<file path="src/fos_regs.vh">
// Register offsets, field positions and timing counts for the flash status host controller
`ifndef FOS_REGS_VH
`define FOS_REGS_VH
// ****************************************
// Host-side register map (AXI4-Lite byte addresses)
// ****************************************
`define FOS_CTRL_OFF 8'h00
`define FOS_ADDR_OFF 8'h04
`define FOS_WDATA_OFF 8'h08
`define FOS_RESULT_OFF 8'h0C
`define FOS_STAT_OFF 8'h10
// Control fields
`define FOS_CTRL_GO 0
`define FOS_CTRL_OP_LO 1
`define FOS_CTRL_OP_HI 3
// Operation codes
`define FOS_OP_WRITE 3'd0
`define FOS_OP_READ 3'd1
`define FOS_OP_SR_READ 3'd2
`define FOS_OP_POLL 3'd3
// Flash-side status register fields
`define FOS_SR_READY 7
`define FOS_SR_ERASE_PAUSED 6
`define FOS_SR_ERASE_FAIL 5
`define FOS_SR_PROG_FAIL 4
`define FOS_SR_BUF_ABORT 3
`define FOS_SR_PROG_PAUSED 2
`define FOS_SR_LOCK_FAIL 1
`define FOS_SR_VALID_MASK 16'h00FE
// Polling word fields
`define FOS_PW_POLL 7
`define FOS_PW_TOG1 6
`define FOS_PW_TIMEOUT 5
`define FOS_PW_ERASE_TMR 3
`define FOS_PW_TOG2 2
`define FOS_PW_ABORT 1
`define FOS_PW_VALID_MASK 16'h00EE
// Status register read command and its address
`define FOS_CMD_SR_READ 16'h0070
`define FOS_CMD_SR_ADDR 24'h00_0555
// Bus cycle timing
`define FOS_STROBE_NS 100
`define FOS_GAP_NS 40
`define FOS_CLK_NS 20
`define FOS_STROBE_CYC ((`FOS_STROBE_NS + `FOS_CLK_NS - 1) / `FOS_CLK_NS)
`define FOS_GAP_CYC ((`FOS_GAP_NS + `FOS_CLK_NS - 1) / `FOS_CLK_NS)
`endif

</file>
<file path="src/fos_bus_cycle.v">
// One asynchronous read or write cycle on the flash parallel pins
`timescale 1ns/10ps
`include "fos_regs.vh"
module fos_bus_cycle #(
  parameter ADDR_W = 24,
  parameter STROBE_CYC = `FOS_STROBE_CYC,
  parameter GAP_CYC = `FOS_GAP_CYC
) (
  input wire mclk,
  input wire reset_n,
  input wire start,
  input wire is_write,
  input wire [ADDR_W-1:0] addr,
  input wire [15:0] wdata,
  output wire done,
  output reg [15:0] rdata_ff,
  output reg [ADDR_W-1:0] fl_addr_ff,
  output reg fl_ce_n_ff,
  output reg fl_oe_n_ff,
  output reg fl_we_n_ff,
  input wire [15:0] fl_dq_in,
  output reg [15:0] fl_dq_out_ff,
  output reg fl_dq_oe_ff
);
  localparam ST_IDLE = 2'd0;
  localparam ST_STROBE = 2'd1;
  localparam ST_GAP = 2'd2;
  reg [1:0] state_ff;
  reg [7:0] cnt_ff;
  reg wr_ff;
  // ****************************************
  // Strobe sequencer
  // ****************************************
  // Each read is framed by its own chip-select pulse so the device sees a distinct cycle
  always @(posedge mclk or negedge reset_n) begin
    if (!reset_n) begin
      state_ff <= ST_IDLE;
      cnt_ff <= 8'h00;
      wr_ff <= 1'b0;
      rdata_ff <= 16'h0000;
      fl_addr_ff <= {ADDR_W{1'b0}};
      fl_ce_n_ff <= 1'b1;
      fl_oe_n_ff <= 1'b1;
      fl_we_n_ff <= 1'b1;
      fl_dq_out_ff <= 16'h0000;
      fl_dq_oe_ff <= 1'b0;
    end else begin
      case (state_ff)
        ST_IDLE: begin
          if (start) begin
            state_ff <= ST_STROBE;
            cnt_ff <= STROBE_CYC[7:0];
            wr_ff <= is_write;
            fl_addr_ff <= addr;
            fl_ce_n_ff <= 1'b0;
            fl_oe_n_ff <= is_write;
            fl_we_n_ff <= ~is_write;
            fl_dq_out_ff <= wdata;
            fl_dq_oe_ff <= is_write;
          end
        end
        ST_STROBE: begin
          if (cnt_ff == 8'h01) begin
            // Data sampled at end of strobe; write latches on rising strobe
            if (!wr_ff) rdata_ff <= fl_dq_in;
            fl_ce_n_ff <= 1'b1;
            fl_oe_n_ff <= 1'b1;
            fl_we_n_ff <= 1'b1;
            state_ff <= ST_GAP;
            cnt_ff <= GAP_CYC[7:0];
          end else begin
            cnt_ff <= cnt_ff - 8'h01;
          end
        end
        ST_GAP: begin
          fl_dq_oe_ff <= 1'b0;
          if (cnt_ff == 8'h01) state_ff <= ST_IDLE;
          else cnt_ff <= cnt_ff - 8'h01;
        end
        default: state_ff <= ST_IDLE;
      endcase
    end
  end
  assign done = (state_ff == ST_GAP) && (cnt_ff == 8'h01);
endmodule

</file>
<file path="src/fos_host.v">
// Host controller that reads flash status over the parallel pins, driven over AXI4-Lite
//
// Local design decisions: the register offsets and the AXI4-Lite interface to the registers.
`timescale 1ns/10ps
`include "fos_regs.vh"
module fos_host #(
  parameter ADDR_W = 24
) (
  input wire mclk,
  input wire reset_n,
  input wire [7:0] s_axi_awaddr,
  input wire s_axi_awvalid,
  output wire s_axi_awready,
  input wire [31:0] s_axi_wdata,
  input wire [3:0] s_axi_wstrb,
  input wire s_axi_wvalid,
  output wire s_axi_wready,
  output reg [1:0] s_axi_bresp,
  output reg s_axi_bvalid,
  input wire s_axi_bready,
  input wire [7:0] s_axi_araddr,
  input wire s_axi_arvalid,
  output wire s_axi_arready,
  output reg [31:0] s_axi_rdata,
  output reg [1:0] s_axi_rresp,
  output reg s_axi_rvalid,
  input wire s_axi_rready,
  output wire [ADDR_W-1:0] fl_addr,
  output wire fl_ce_n,
  output wire fl_oe_n,
  output wire fl_we_n,
  input wire [15:0] fl_dq_in,
  output wire [15:0] fl_dq_out,
  output wire fl_dq_oe
);
  localparam ST_IDLE = 3'd0;
  localparam ST_CYC = 3'd1;
  localparam ST_SR_CMD = 3'd2;
  localparam ST_SR_RD = 3'd3;
  localparam ST_POLL_A = 3'd4;
  localparam ST_POLL_B = 3'd5;
  localparam ST_POLL_C = 3'd6;
  reg [2:0] state_ff;
  reg [2:0] op_ff;
  reg [ADDR_W-1:0] addr_ff;
  reg [15:0] wdata_ff;
  reg [15:0] result_ff;
  reg [15:0] first_ff;
  reg busy_ff;
  reg done_ff;
  reg busy_alg_ff;
  reg toggling_ff;
  reg timeout_ff;
  reg abort_ff;
  reg erase_begun_ff;
  reg erase_sector_ff;
  reg stat_valid_ff;
  reg [7:0] sr_flags_ff;
  reg aw_ok_ff;
  reg w_ok_ff;
  reg [7:0] awaddr_ff;
  reg [31:0] wbuf_ff;
  reg cyc_start;
  reg cyc_write;
  reg [ADDR_W-1:0] cyc_addr;
  reg [15:0] cyc_wdata;
  reg cyc_sent_ff;
  wire cyc_done;
  wire [15:0] cyc_rdata;
  wire go_write;

  // Masks out reserved and undefined bits of a status or polling read
  function [15:0] fos_mask;
    input [15:0] raw;
    input [15:0] keep;
    begin
      fos_mask = raw & keep;
    end
  endfunction
  wire [15:0] sr_masked = fos_mask(cyc_rdata, `FOS_SR_VALID_MASK);

  // ****************************************
  // Flash pin cycle engine
  // ****************************************
  fos_bus_cycle #(
    .ADDR_W(ADDR_W)
  ) u_cycle (
    .mclk(mclk),
    .reset_n(reset_n),
    .start(cyc_start),
    .is_write(cyc_write),
    .addr(cyc_addr),
    .wdata(cyc_wdata),
    .done(cyc_done),
    .rdata_ff(cyc_rdata),
    .fl_addr_ff(fl_addr),
    .fl_ce_n_ff(fl_ce_n),
    .fl_oe_n_ff(fl_oe_n),
    .fl_we_n_ff(fl_we_n),
    .fl_dq_in(fl_dq_in),
    .fl_dq_out_ff(fl_dq_out),
    .fl_dq_oe_ff(fl_dq_oe)
  );

  // ****************************************
  // AXI4-Lite slave
  // ****************************************
  assign s_axi_awready = !aw_ok_ff && !s_axi_bvalid;
  assign s_axi_wready = !w_ok_ff && !s_axi_bvalid;
  assign s_axi_arready = !s_axi_rvalid;
  assign go_write = aw_ok_ff && w_ok_ff && !s_axi_bvalid;

  // Address and data captured in either order; response once both held
  always @(posedge mclk or negedge reset_n) begin
    if (!reset_n) begin
      aw_ok_ff <= 1'b0;
      w_ok_ff <= 1'b0;
      awaddr_ff <= 8'h00;
      wbuf_ff <= 32'h0000_0000;
      s_axi_bvalid <= 1'b0;
      s_axi_bresp <= 2'b00;
    end else begin
      if (s_axi_awvalid && s_axi_awready) begin
        aw_ok_ff <= 1'b1;
        awaddr_ff <= s_axi_awaddr;
      end
      if (s_axi_wvalid && s_axi_wready) begin
        w_ok_ff <= 1'b1;
        wbuf_ff <= s_axi_wdata;
      end
      if (go_write) begin
        aw_ok_ff <= 1'b0;
        w_ok_ff <= 1'b0;
        s_axi_bvalid <= 1'b1;
        s_axi_bresp <= (awaddr_ff == `FOS_CTRL_OFF || awaddr_ff == `FOS_ADDR_OFF ||
                        awaddr_ff == `FOS_WDATA_OFF) ? 2'b00 : 2'b10;
      end else if (s_axi_bvalid && s_axi_bready) begin
        s_axi_bvalid <= 1'b0;
      end
    end
  end

  // Read data from a register snapshot one cycle after the address is taken
  always @(posedge mclk or negedge reset_n) begin
    if (!reset_n) begin
      s_axi_rvalid <= 1'b0;
      s_axi_rdata <= 32'h0000_0000;
      s_axi_rresp <= 2'b00;
    end else if (s_axi_arvalid && s_axi_arready) begin
      s_axi_rvalid <= 1'b1;
      s_axi_rresp <= 2'b00;
      case (s_axi_araddr)
        `FOS_CTRL_OFF: s_axi_rdata <= {28'h000_0000, op_ff, busy_ff};
        `FOS_ADDR_OFF: s_axi_rdata <= {{(32-ADDR_W){1'b0}}, addr_ff};
        `FOS_WDATA_OFF: s_axi_rdata <= {16'h0000, wdata_ff};
        `FOS_RESULT_OFF: s_axi_rdata <= {16'h0000, result_ff};
        `FOS_STAT_OFF: s_axi_rdata <= {16'h0000, sr_flags_ff, stat_valid_ff, erase_sector_ff,
                                      erase_begun_ff, abort_ff, timeout_ff, toggling_ff,
                                      busy_alg_ff, done_ff};
        default: begin
          s_axi_rdata <= 32'h0000_0000;
          s_axi_rresp <= 2'b10;
        end
      endcase
    end else if (s_axi_rvalid && s_axi_rready) begin
      s_axi_rvalid <= 1'b0;
    end
  end

  // ****************************************
  // Cycle request decode
  // ****************************************
  // Status read issues the command then one read; polling issues three reads
  always @* begin
    cyc_start = 1'b0;
    cyc_write = 1'b0;
    cyc_addr = addr_ff;
    cyc_wdata = wdata_ff;
    case (state_ff)
      ST_CYC: begin
        cyc_start = !cyc_sent_ff;
        cyc_write = (op_ff == `FOS_OP_WRITE);
      end
      ST_SR_CMD: begin
        cyc_start = !cyc_sent_ff;
        cyc_write = 1'b1;
        cyc_addr = `FOS_CMD_SR_ADDR;
        cyc_wdata = `FOS_CMD_SR_READ;
      end
      ST_SR_RD, ST_POLL_A, ST_POLL_B, ST_POLL_C: cyc_start = !cyc_sent_ff;
      default: cyc_start = 1'b0;
    endcase
  end

  // Cycle already launched in this state; cleared on each state step
  always @(posedge mclk or negedge reset_n) begin
    if (!reset_n) cyc_sent_ff <= 1'b0;
    else if (cyc_done) cyc_sent_ff <= 1'b0;
    else if (cyc_start) cyc_sent_ff <= 1'b1;
  end

  // ****************************************
  // Operation sequencer
  // ****************************************
  always @(posedge mclk or negedge reset_n) begin
    if (!reset_n) begin
      state_ff <= ST_IDLE;
      op_ff <= `FOS_OP_WRITE;
      addr_ff <= {ADDR_W{1'b0}};
      wdata_ff <= 16'h0000;
      result_ff <= 16'h0000;
      first_ff <= 16'h0000;
      busy_ff <= 1'b0;
      done_ff <= 1'b0;
      busy_alg_ff <= 1'b0;
      toggling_ff <= 1'b0;
      timeout_ff <= 1'b0;
      abort_ff <= 1'b0;
      erase_begun_ff <= 1'b0;
      erase_sector_ff <= 1'b0;
      stat_valid_ff <= 1'b0;
      sr_flags_ff <= 8'h00;
    end else begin
      if (go_write && state_ff == ST_IDLE) begin
        if (awaddr_ff == `FOS_ADDR_OFF) addr_ff <= wbuf_ff[ADDR_W-1:0];
        if (awaddr_ff == `FOS_WDATA_OFF) wdata_ff <= wbuf_ff[15:0];
        if (awaddr_ff == `FOS_CTRL_OFF && wbuf_ff[`FOS_CTRL_GO]) begin
          op_ff <= wbuf_ff[`FOS_CTRL_OP_HI:`FOS_CTRL_OP_LO];
          busy_ff <= 1'b1;
          done_ff <= 1'b0;
          case (wbuf_ff[`FOS_CTRL_OP_HI:`FOS_CTRL_OP_LO])
            `FOS_OP_SR_READ: state_ff <= ST_SR_CMD;
            `FOS_OP_POLL: state_ff <= ST_POLL_A;
            default: state_ff <= ST_CYC;
          endcase
        end
      end
      case (state_ff)
        ST_CYC: if (cyc_done) begin
          result_ff <= cyc_rdata;
          busy_ff <= 1'b0;
          done_ff <= 1'b1;
          state_ff <= ST_IDLE;
        end
        ST_SR_CMD: if (cyc_done) state_ff <= ST_SR_RD;
        ST_SR_RD: if (cyc_done) begin
          result_ff <= sr_masked;
          // Suspend is only settled once ready reads one; flags kept only then
          stat_valid_ff <= cyc_rdata[`FOS_SR_READY];
          if (cyc_rdata[`FOS_SR_READY]) sr_flags_ff <= sr_masked[7:0];
          busy_ff <= 1'b0;
          done_ff <= 1'b1;
          state_ff <= ST_IDLE;
        end
        // Two back-to-back reads reveal toggling; third rechecks the toggle bit and samples timeout and abort
        ST_POLL_A: if (cyc_done) begin
          first_ff <= fos_mask(cyc_rdata, `FOS_PW_VALID_MASK);
          state_ff <= ST_POLL_B;
        end
        ST_POLL_B: if (cyc_done) begin
          toggling_ff <= first_ff[`FOS_PW_TOG1] ^ cyc_rdata[`FOS_PW_TOG1];
          erase_sector_ff <= first_ff[`FOS_PW_TOG2] ^ cyc_rdata[`FOS_PW_TOG2];
          erase_begun_ff <= cyc_rdata[`FOS_PW_ERASE_TMR];
          first_ff <= fos_mask(cyc_rdata, `FOS_PW_VALID_MASK); // Second read kept for the recheck
          state_ff <= ST_POLL_C;
        end
        ST_POLL_C: if (cyc_done) begin
          // Final reread: poll bit may settle with timeout, data after poll turns true
          result_ff <= cyc_rdata;
          busy_alg_ff <= toggling_ff &&
                         (cyc_rdata[`FOS_PW_TOG1] != first_ff[`FOS_PW_TOG1]);
          timeout_ff <= cyc_rdata[`FOS_PW_TIMEOUT] && toggling_ff;
          abort_ff <= cyc_rdata[`FOS_PW_ABORT] && toggling_ff;
          busy_ff <= 1'b0;
          done_ff <= 1'b1;
          state_ff <= ST_IDLE;
        end
        default: ;
      endcase
    end
  end
endmodule

</file>
<file path="config.mk">
export PLATFORM = sky130hd
export DESIGN_NAME = fos_host
export DESIGN_NICKNAME = d
export VERILOG_FILES = /design/src/fos_bus_cycle.v /design/src/fos_host.v
export VERILOG_INCLUDE_DIRS = /design/src /design/src/src
export SDC_FILE = /design/constraint.sdc
export NUM_CORES = 1
export LEC_CHECK = 0
export ABC_CLOCK_PERIOD_IN_PS = 2350
export BUFFER_PORTS_ARGS = -buffer_cell sky130_fd_sc_hd__buf_4
export CORE_MARGIN = 2
export CORE_UTILIZATION = 35
export DETAILED_ROUTE_END_ITERATION = 7
export HOLD_SLACK_MARGIN = 0.03
export PLACE_DENSITY = 0.62
export RECOVER_POWER = 50
export REMOVE_ABC_BUFFERS = 1
export SYNTH_ARGS = -nofsm -noshare
export SYNTH_HDL_FRONTEND = slang
export SYNTH_SLANG_ARGS = --single-unit
</file>
<file path="constraint.sdc">
create_clock -name mclk -period 2.35 [get_ports mclk]
set_input_delay 0.47 -clock mclk [delete_from_list [all_inputs] [get_ports mclk]]
set_output_delay 0.47 -clock mclk [all_outputs]
set_load 0.1 [all_outputs]
</file>
# After elaboration in Yosys (flattened, before gate mapping)
# Index checks and enable logic that the tools add are counted.
# totals
elab_cells,173
register_bits,227
inputBits,75
output_inout_bits,85
# classes
reduce_logical,56
eq_ne,24
bitwise,4
n_mux,52
add_sub_neg,1
# ops
op,count
24-bit case mux with 5 select lines,1
16-bit 2-to-1 mux,3
16-bit case mux with 2 select lines,1
8-bit by 4-bit equality test with 1-bit output (second input constant),3
24-bit 2-to-1 mux,1
8-bit 2-to-1 mux,3
8-bit case mux with 3 select lines,1
1-bit 2-to-1 mux,23
3-bit 2-to-1 mux,6
2-bit AND reduction,9
3-bit AND reduction,6
8-bit by 3-bit equality test with 1-bit output (second input constant),2
8-bit zero test,2
2-bit nonzero test,8
1-bit logical AND,15
3-bit by 2-bit equality test with 1-bit output (second input constant),4
3-bit case mux with 4 select lines,1
2-bit 2-to-1 mux,5
1-bit case mux with 2 select lines,5
3-bit equality test (second input constant),3
8-bit by 1-bit equality test with 1-bit output (second input constant),1
8-bit by 5-bit equality test with 1-bit output (second input constant),1
8-bit by 1-bit subtractor with 8-bit output (second input constant),1
3-bit zero test,2
other kinds (18),30

# Longest topological paths before layout
# depth
ltp_word,6
mapped_depth,8
mapped_depth_nobuf,6

# Cells and area by module
# Synthesis repeated with hierarchy kept, for this count alone.
# hier_totals
cells_unflattened,731
area_unflattened_um2,9431.5
# by_module_without_submodules
module,seq_area_each_um2,area_per_inst_um2,n_inst,cells_per_inst
fos_host,3578.4,6373.6,1,514
fos_bus_cycle,1780.5,3057.9,1,217

# Worst setup path before layout
# Ideal clock, no wire load.
# synth_path
kind,register to register
start,register s_axi_bvalid
end,register wbuf_ff[12]
arrival_time_ns,3.415
period_less_slack_ns,3.540
path_buffers,2
required_time_ns,2.225
setup_time_ns,0.125
slack_ns,-1.190
stages_incl_launch_ff,6
cell_sequence,dfrtp_1 nor2_1 and2_1 clkbuf_1 buf_1 mux2_2
# synth_via
elab_chain_cells,3
# synth_rtl
item,line,rtl
"start, declared",fos_host.v:19,"output reg s_axi_bvalid,"
"start signal, assigned",fos_host.v:120,s_axi_bvalid <= 1'b0;
"start signal, assigned",fos_host.v:134,s_axi_bvalid <= 1'b1;
"start signal, assigned",fos_host.v:138,s_axi_bvalid <= 1'b0;
1-bit zero test,fos_host.v:109,assign s_axi_wready = !w_ok_ff && !s_axi_bvalid;
1-bit logical AND,fos_host.v:109,
named net s_axi_wready,fos_host.v:17,"output wire s_axi_wready,"
1-bit logical AND,fos_host.v:127,if (s_axi_wvalid && s_axi_wready) begin
"end signal, assigned",fos_host.v:129,wbuf_ff <= s_axi_wdata;
"end, declared",fos_host.v:62,reg [31:0] wbuf_ff;
# The timed path passes the listed nets, and every way through them passes these cells.
# A chain may end at the register's enable or synchronous reset.

# Worst setup path in the final report
# layout_path
start,register awaddr_ff[4]
end,register addr_ff[21]
# layout_via
elab_chain_cells,2
# layout_rtl
item,line,rtl
"start, declared",fos_host.v:61,reg [7:0] awaddr_ff;
"start signal, assigned",fos_host.v:125,awaddr_ff <= s_axi_awaddr;
8-bit by 3-bit equality test with 1-bit output (no source line),n/a,
2-bit AND reduction (no source line),n/a,
"end signal, assigned",fos_host.v:209,addr_ff <= {ADDR_W{1'b0}};
"end signal, assigned",fos_host.v:225,if (awaddr_ff == `FOS_ADDR_OFF) addr_ff <= wbuf_ff[ADDR_W-1:0];
"end, declared",fos_host.v:45,reg [ADDR_W-1:0] addr_ff;
# Every way passes these cells.

==> metrics <==
status=finished, violations left; violated checks=DRC, capacitance limit, slew limit, setup timing; number of diodes=0; flops & latches, synth=214; WS Path Type=reg2reg; fmax=398 MHz; commonest register cell after synthesis=dfrtp_1; initial core utilization=0.358; DR pass1 iterations=7; Async SR Flop Fraction=1.00; Max H-tree Level=1; largest net degree at the start of global routing=between 60 and 70; antenna violations before repair=0; fin nets=1050; NetSw=~5.1 mW; CTS max path bufs=3; CP startpoint kind=flip-flop; Tmin final=2.51 ns; Num CTS Buffers=24; area of the mapped netlist=a little over 9000 um2; CTS tree=built; Worst setup startpoint=awaddr_ff[4]$_DFFE_PN0P_; placed cells=~1300; Area contributors post-synth=dfrtp_1, mux2_2, nand2_1; DRC errors left=14; Yosys top cell area share=0.565; Sink Count=214; actual slew at the worst max-slew pin=1.53 ns; Warnings, synthesis=0; Worst-Skew Late Latency=0.52 ns; worst hold path type=in2reg; Comb power frac=0.319; relative slew slack=-0.0193; die area=28000 um2; total wire length=24100 um; Worst Path Arrival=between 2 and 3 ns; Final GP Congestion=0.794; Worst EP required=2.74 ns; Via density=around 5.2; Power Dens Cells=1170 nW/um2; area of the multi-input gates=3820 um2; number of global-route vias before repair=6956; fillers=2471; worst vdd ir=around 0.94 mV; clk slew on worst S/H paths=0.06 ns; Core Util, Final=0.460; ANT nets after route=0; GRT Overall Usage=0.172; post-route setup slack=-0.163 ns; Die Width=167 um; critical path endpoint category=flip-flop; Post-synth EDFFs=0; final hold vios=0; core area=26100 um2; Root Driver=clkbuf_16; port bufs=137; total grt overflow=0; RSZ-0062 raised after global routing=true; Cell Rows=between 50 and 60; Seq/Total Area, Yosys=0.573; Mean Syn Cell Area=11.7 um2; Cell Count, Final, Fillers Out=between 1000 and 1500; IO Pins=160; 1st-iter DRT viols=524; first-pass GRT wire length=38800 um; Final Max Tran Viols=60; share of layout cells above drive strength 1=0.358; Routed wire per std cell=approximately 18 um; Crit Path Max Fanout=6; max-cap violations=1; most numerous cell in the Yosys netlist=dfrtp_1; Reg2Reg Launch Point=awaddr_ff[4]$_DFFE_PN0P_; vias post-DR=6866; Clk pwr share=0.290; register share of total power=0.391; Synth top cells by count=dfrtp_1, nand2_1, mux2_2, o21ai_0, clkbuf_1; Die Span Y=167 um; Syn Inst Count=802; sequential cell area=5360 um2; hold path startpoint=s_axi_bready; Setup Skew=0.0156 ns; leakage=5.56 nW; DP HPWL=16500 um; Sw Share=0.364; area leader, netlist=dfrtp_1; P_int=around 9 mW; Tcrit/Tclk final=1.07; Netlist cell types=63; final setup fails=47; Layout area overhead=28.7%
## per-layer routing
metal  vias to the layer above  part of all wire  GRT usage
met1                      3420              0.47      0.250
li1                       3200                 -          -
met2                       212              0.45      0.269
met4                         0             0.021     0.0450
met5                         -                 0          0
met3                        34             0.056     0.0291
## critical path, stage by stage, from the launching register on
cell and delay (ns):
dfrtp_1 0.38, or4_4 0.55, or4_4 0.58, nor3b_4 0.25
buf_6 0.17, clkbuf_16 0.17, mux2_4 0.30
## logic make-up (layout without fill, tap and decap cells)
kind of cell             Yosys count  after routing  synth area share
AO/OA/AOI/OAI                    173            173             0.123
XOR/XNOR                           3              3           0.00281
adder cells (fa/ha/maj)            5              5           0.00669
buffers and inverters             72            249            0.0356
flip-flops                       214            214             0.573
multiplexers                     117            117             0.146
other                              1             10          0.000401
AND/OR/NAND/NOR                  217            217             0.112
## registers in the layout, summed over array words and instances (netlist names), 16 cells and up
| name | flops |
|---|---|
| addr_ff | 24 |
| result_ff | 16 |
| s_axi_rdata | 24 |
| u_cycle.fl_addr_ff | 24 |
| u_cycle.fl_dq_out_ff | 16 |
| u_cycle.rdata_ff | 16 |
| wbuf_ff | 24 |
| wdata_ff | 16 |
## cells in the final DEF, fill, tap and decap left out, drive strengths merged, types with 4 or more instances in the layout
master,Yosys,final
nand3,8,8
conb,1,10
nor2b,23,23
clkbuf,39,42
mux2,113,113
a211oi,4,4
dfrtp,211,211
a32oi,9,9
bufinv,0,4
or3,5,5
buf,19,184
a31oi,4,4
nor4,6,6
mux4,4,4
a21oi,10,10
inv,14,14
and3,4,4
clkinv,0,4
nor2,30,30
a221o,12,12
nand2,109,109
a22o,10,10
nor3,11,11
o21ai,77,77
ha,5,5
a22oi,20,20
## area by class of cell
class,count,share of cell area
multi-input combinational,525,0.318
tap,335,0.0348
clock inverter,8,0.0120
clock buffer,36,0.0604
inverter,14,0.00437
timing repair buffer,191,0.125
sequential,214,0.445
## worst paths after layout
kind	endpoint	slack [ns]	cells after the start
worst max-delay path	addr_ff[21]$_DFFE_PN0P_	-0.16	6
worst min-delay path	s_axi_bvalid$_DFFE_PN0P_	0.14	2
worst max register to register	addr_ff[21]$_DFFE_PN0P_	-0.16	6
worst min register to register	u_cycle.fl_addr_ff[23]$_DFFE_PN0P_	0.48	2
max in group asynchronous	addr_ff[5]$_DFFE_PN0P_	0.32	3
min in group asynchronous	u_cycle.cnt_ff[4]$_DFFE_PN0P_	0.88	2
## per-stage QoR
| stage | instance area, um2 | setup WS (ns) | hold WS [ns] | setup TNS, ns | total power [mW] |
|---|---|---|---|---|---|
| final | 12000 | -0.163 | 0.139 | -4.43 | 14.0 |
| after global routing | 12000 | -0.218 | 0.134 | -7.75 | 14.8 |
| after CTS | 12000 | -0.159 | 0.128 | -4.83 | 14.1 |
| after detailed placement | 11000 | -0.238 | 0.464 | -8.62 | 9.93 |
| after global placement | 11000 | -0.184 | 0.458 | -6.68 | 9.83 |
| after floorplan | 9100 | -1.17 | 0.174 | -108.08 | 8.36 |
## power by group through the flow
stage          sequential (mW)  clock [mW]  combinational (mW)
2_1_floorplan             6.20           0                2.16
3_3_place_gp              5.48           0                4.35
3_5_place_dp              5.51           0                4.42
4_1_cts                   5.47        4.15                4.50
5_1_grt                   5.62        4.31                4.83
6_report                  5.49        4.07                4.48
## what timing repair did
item | CTS | global route
pin swaps | 2 | 4
hold buffers | 1 | 0
buffers inserted | 3 | 4
setup endpoints to repair | 45 | 47
endpoints found under the hold margin | 53 | 0
gates cloned | 1 | 1
resized for setup | 27 | 9
Note: power is estimated with default switching activity, not from simulation.
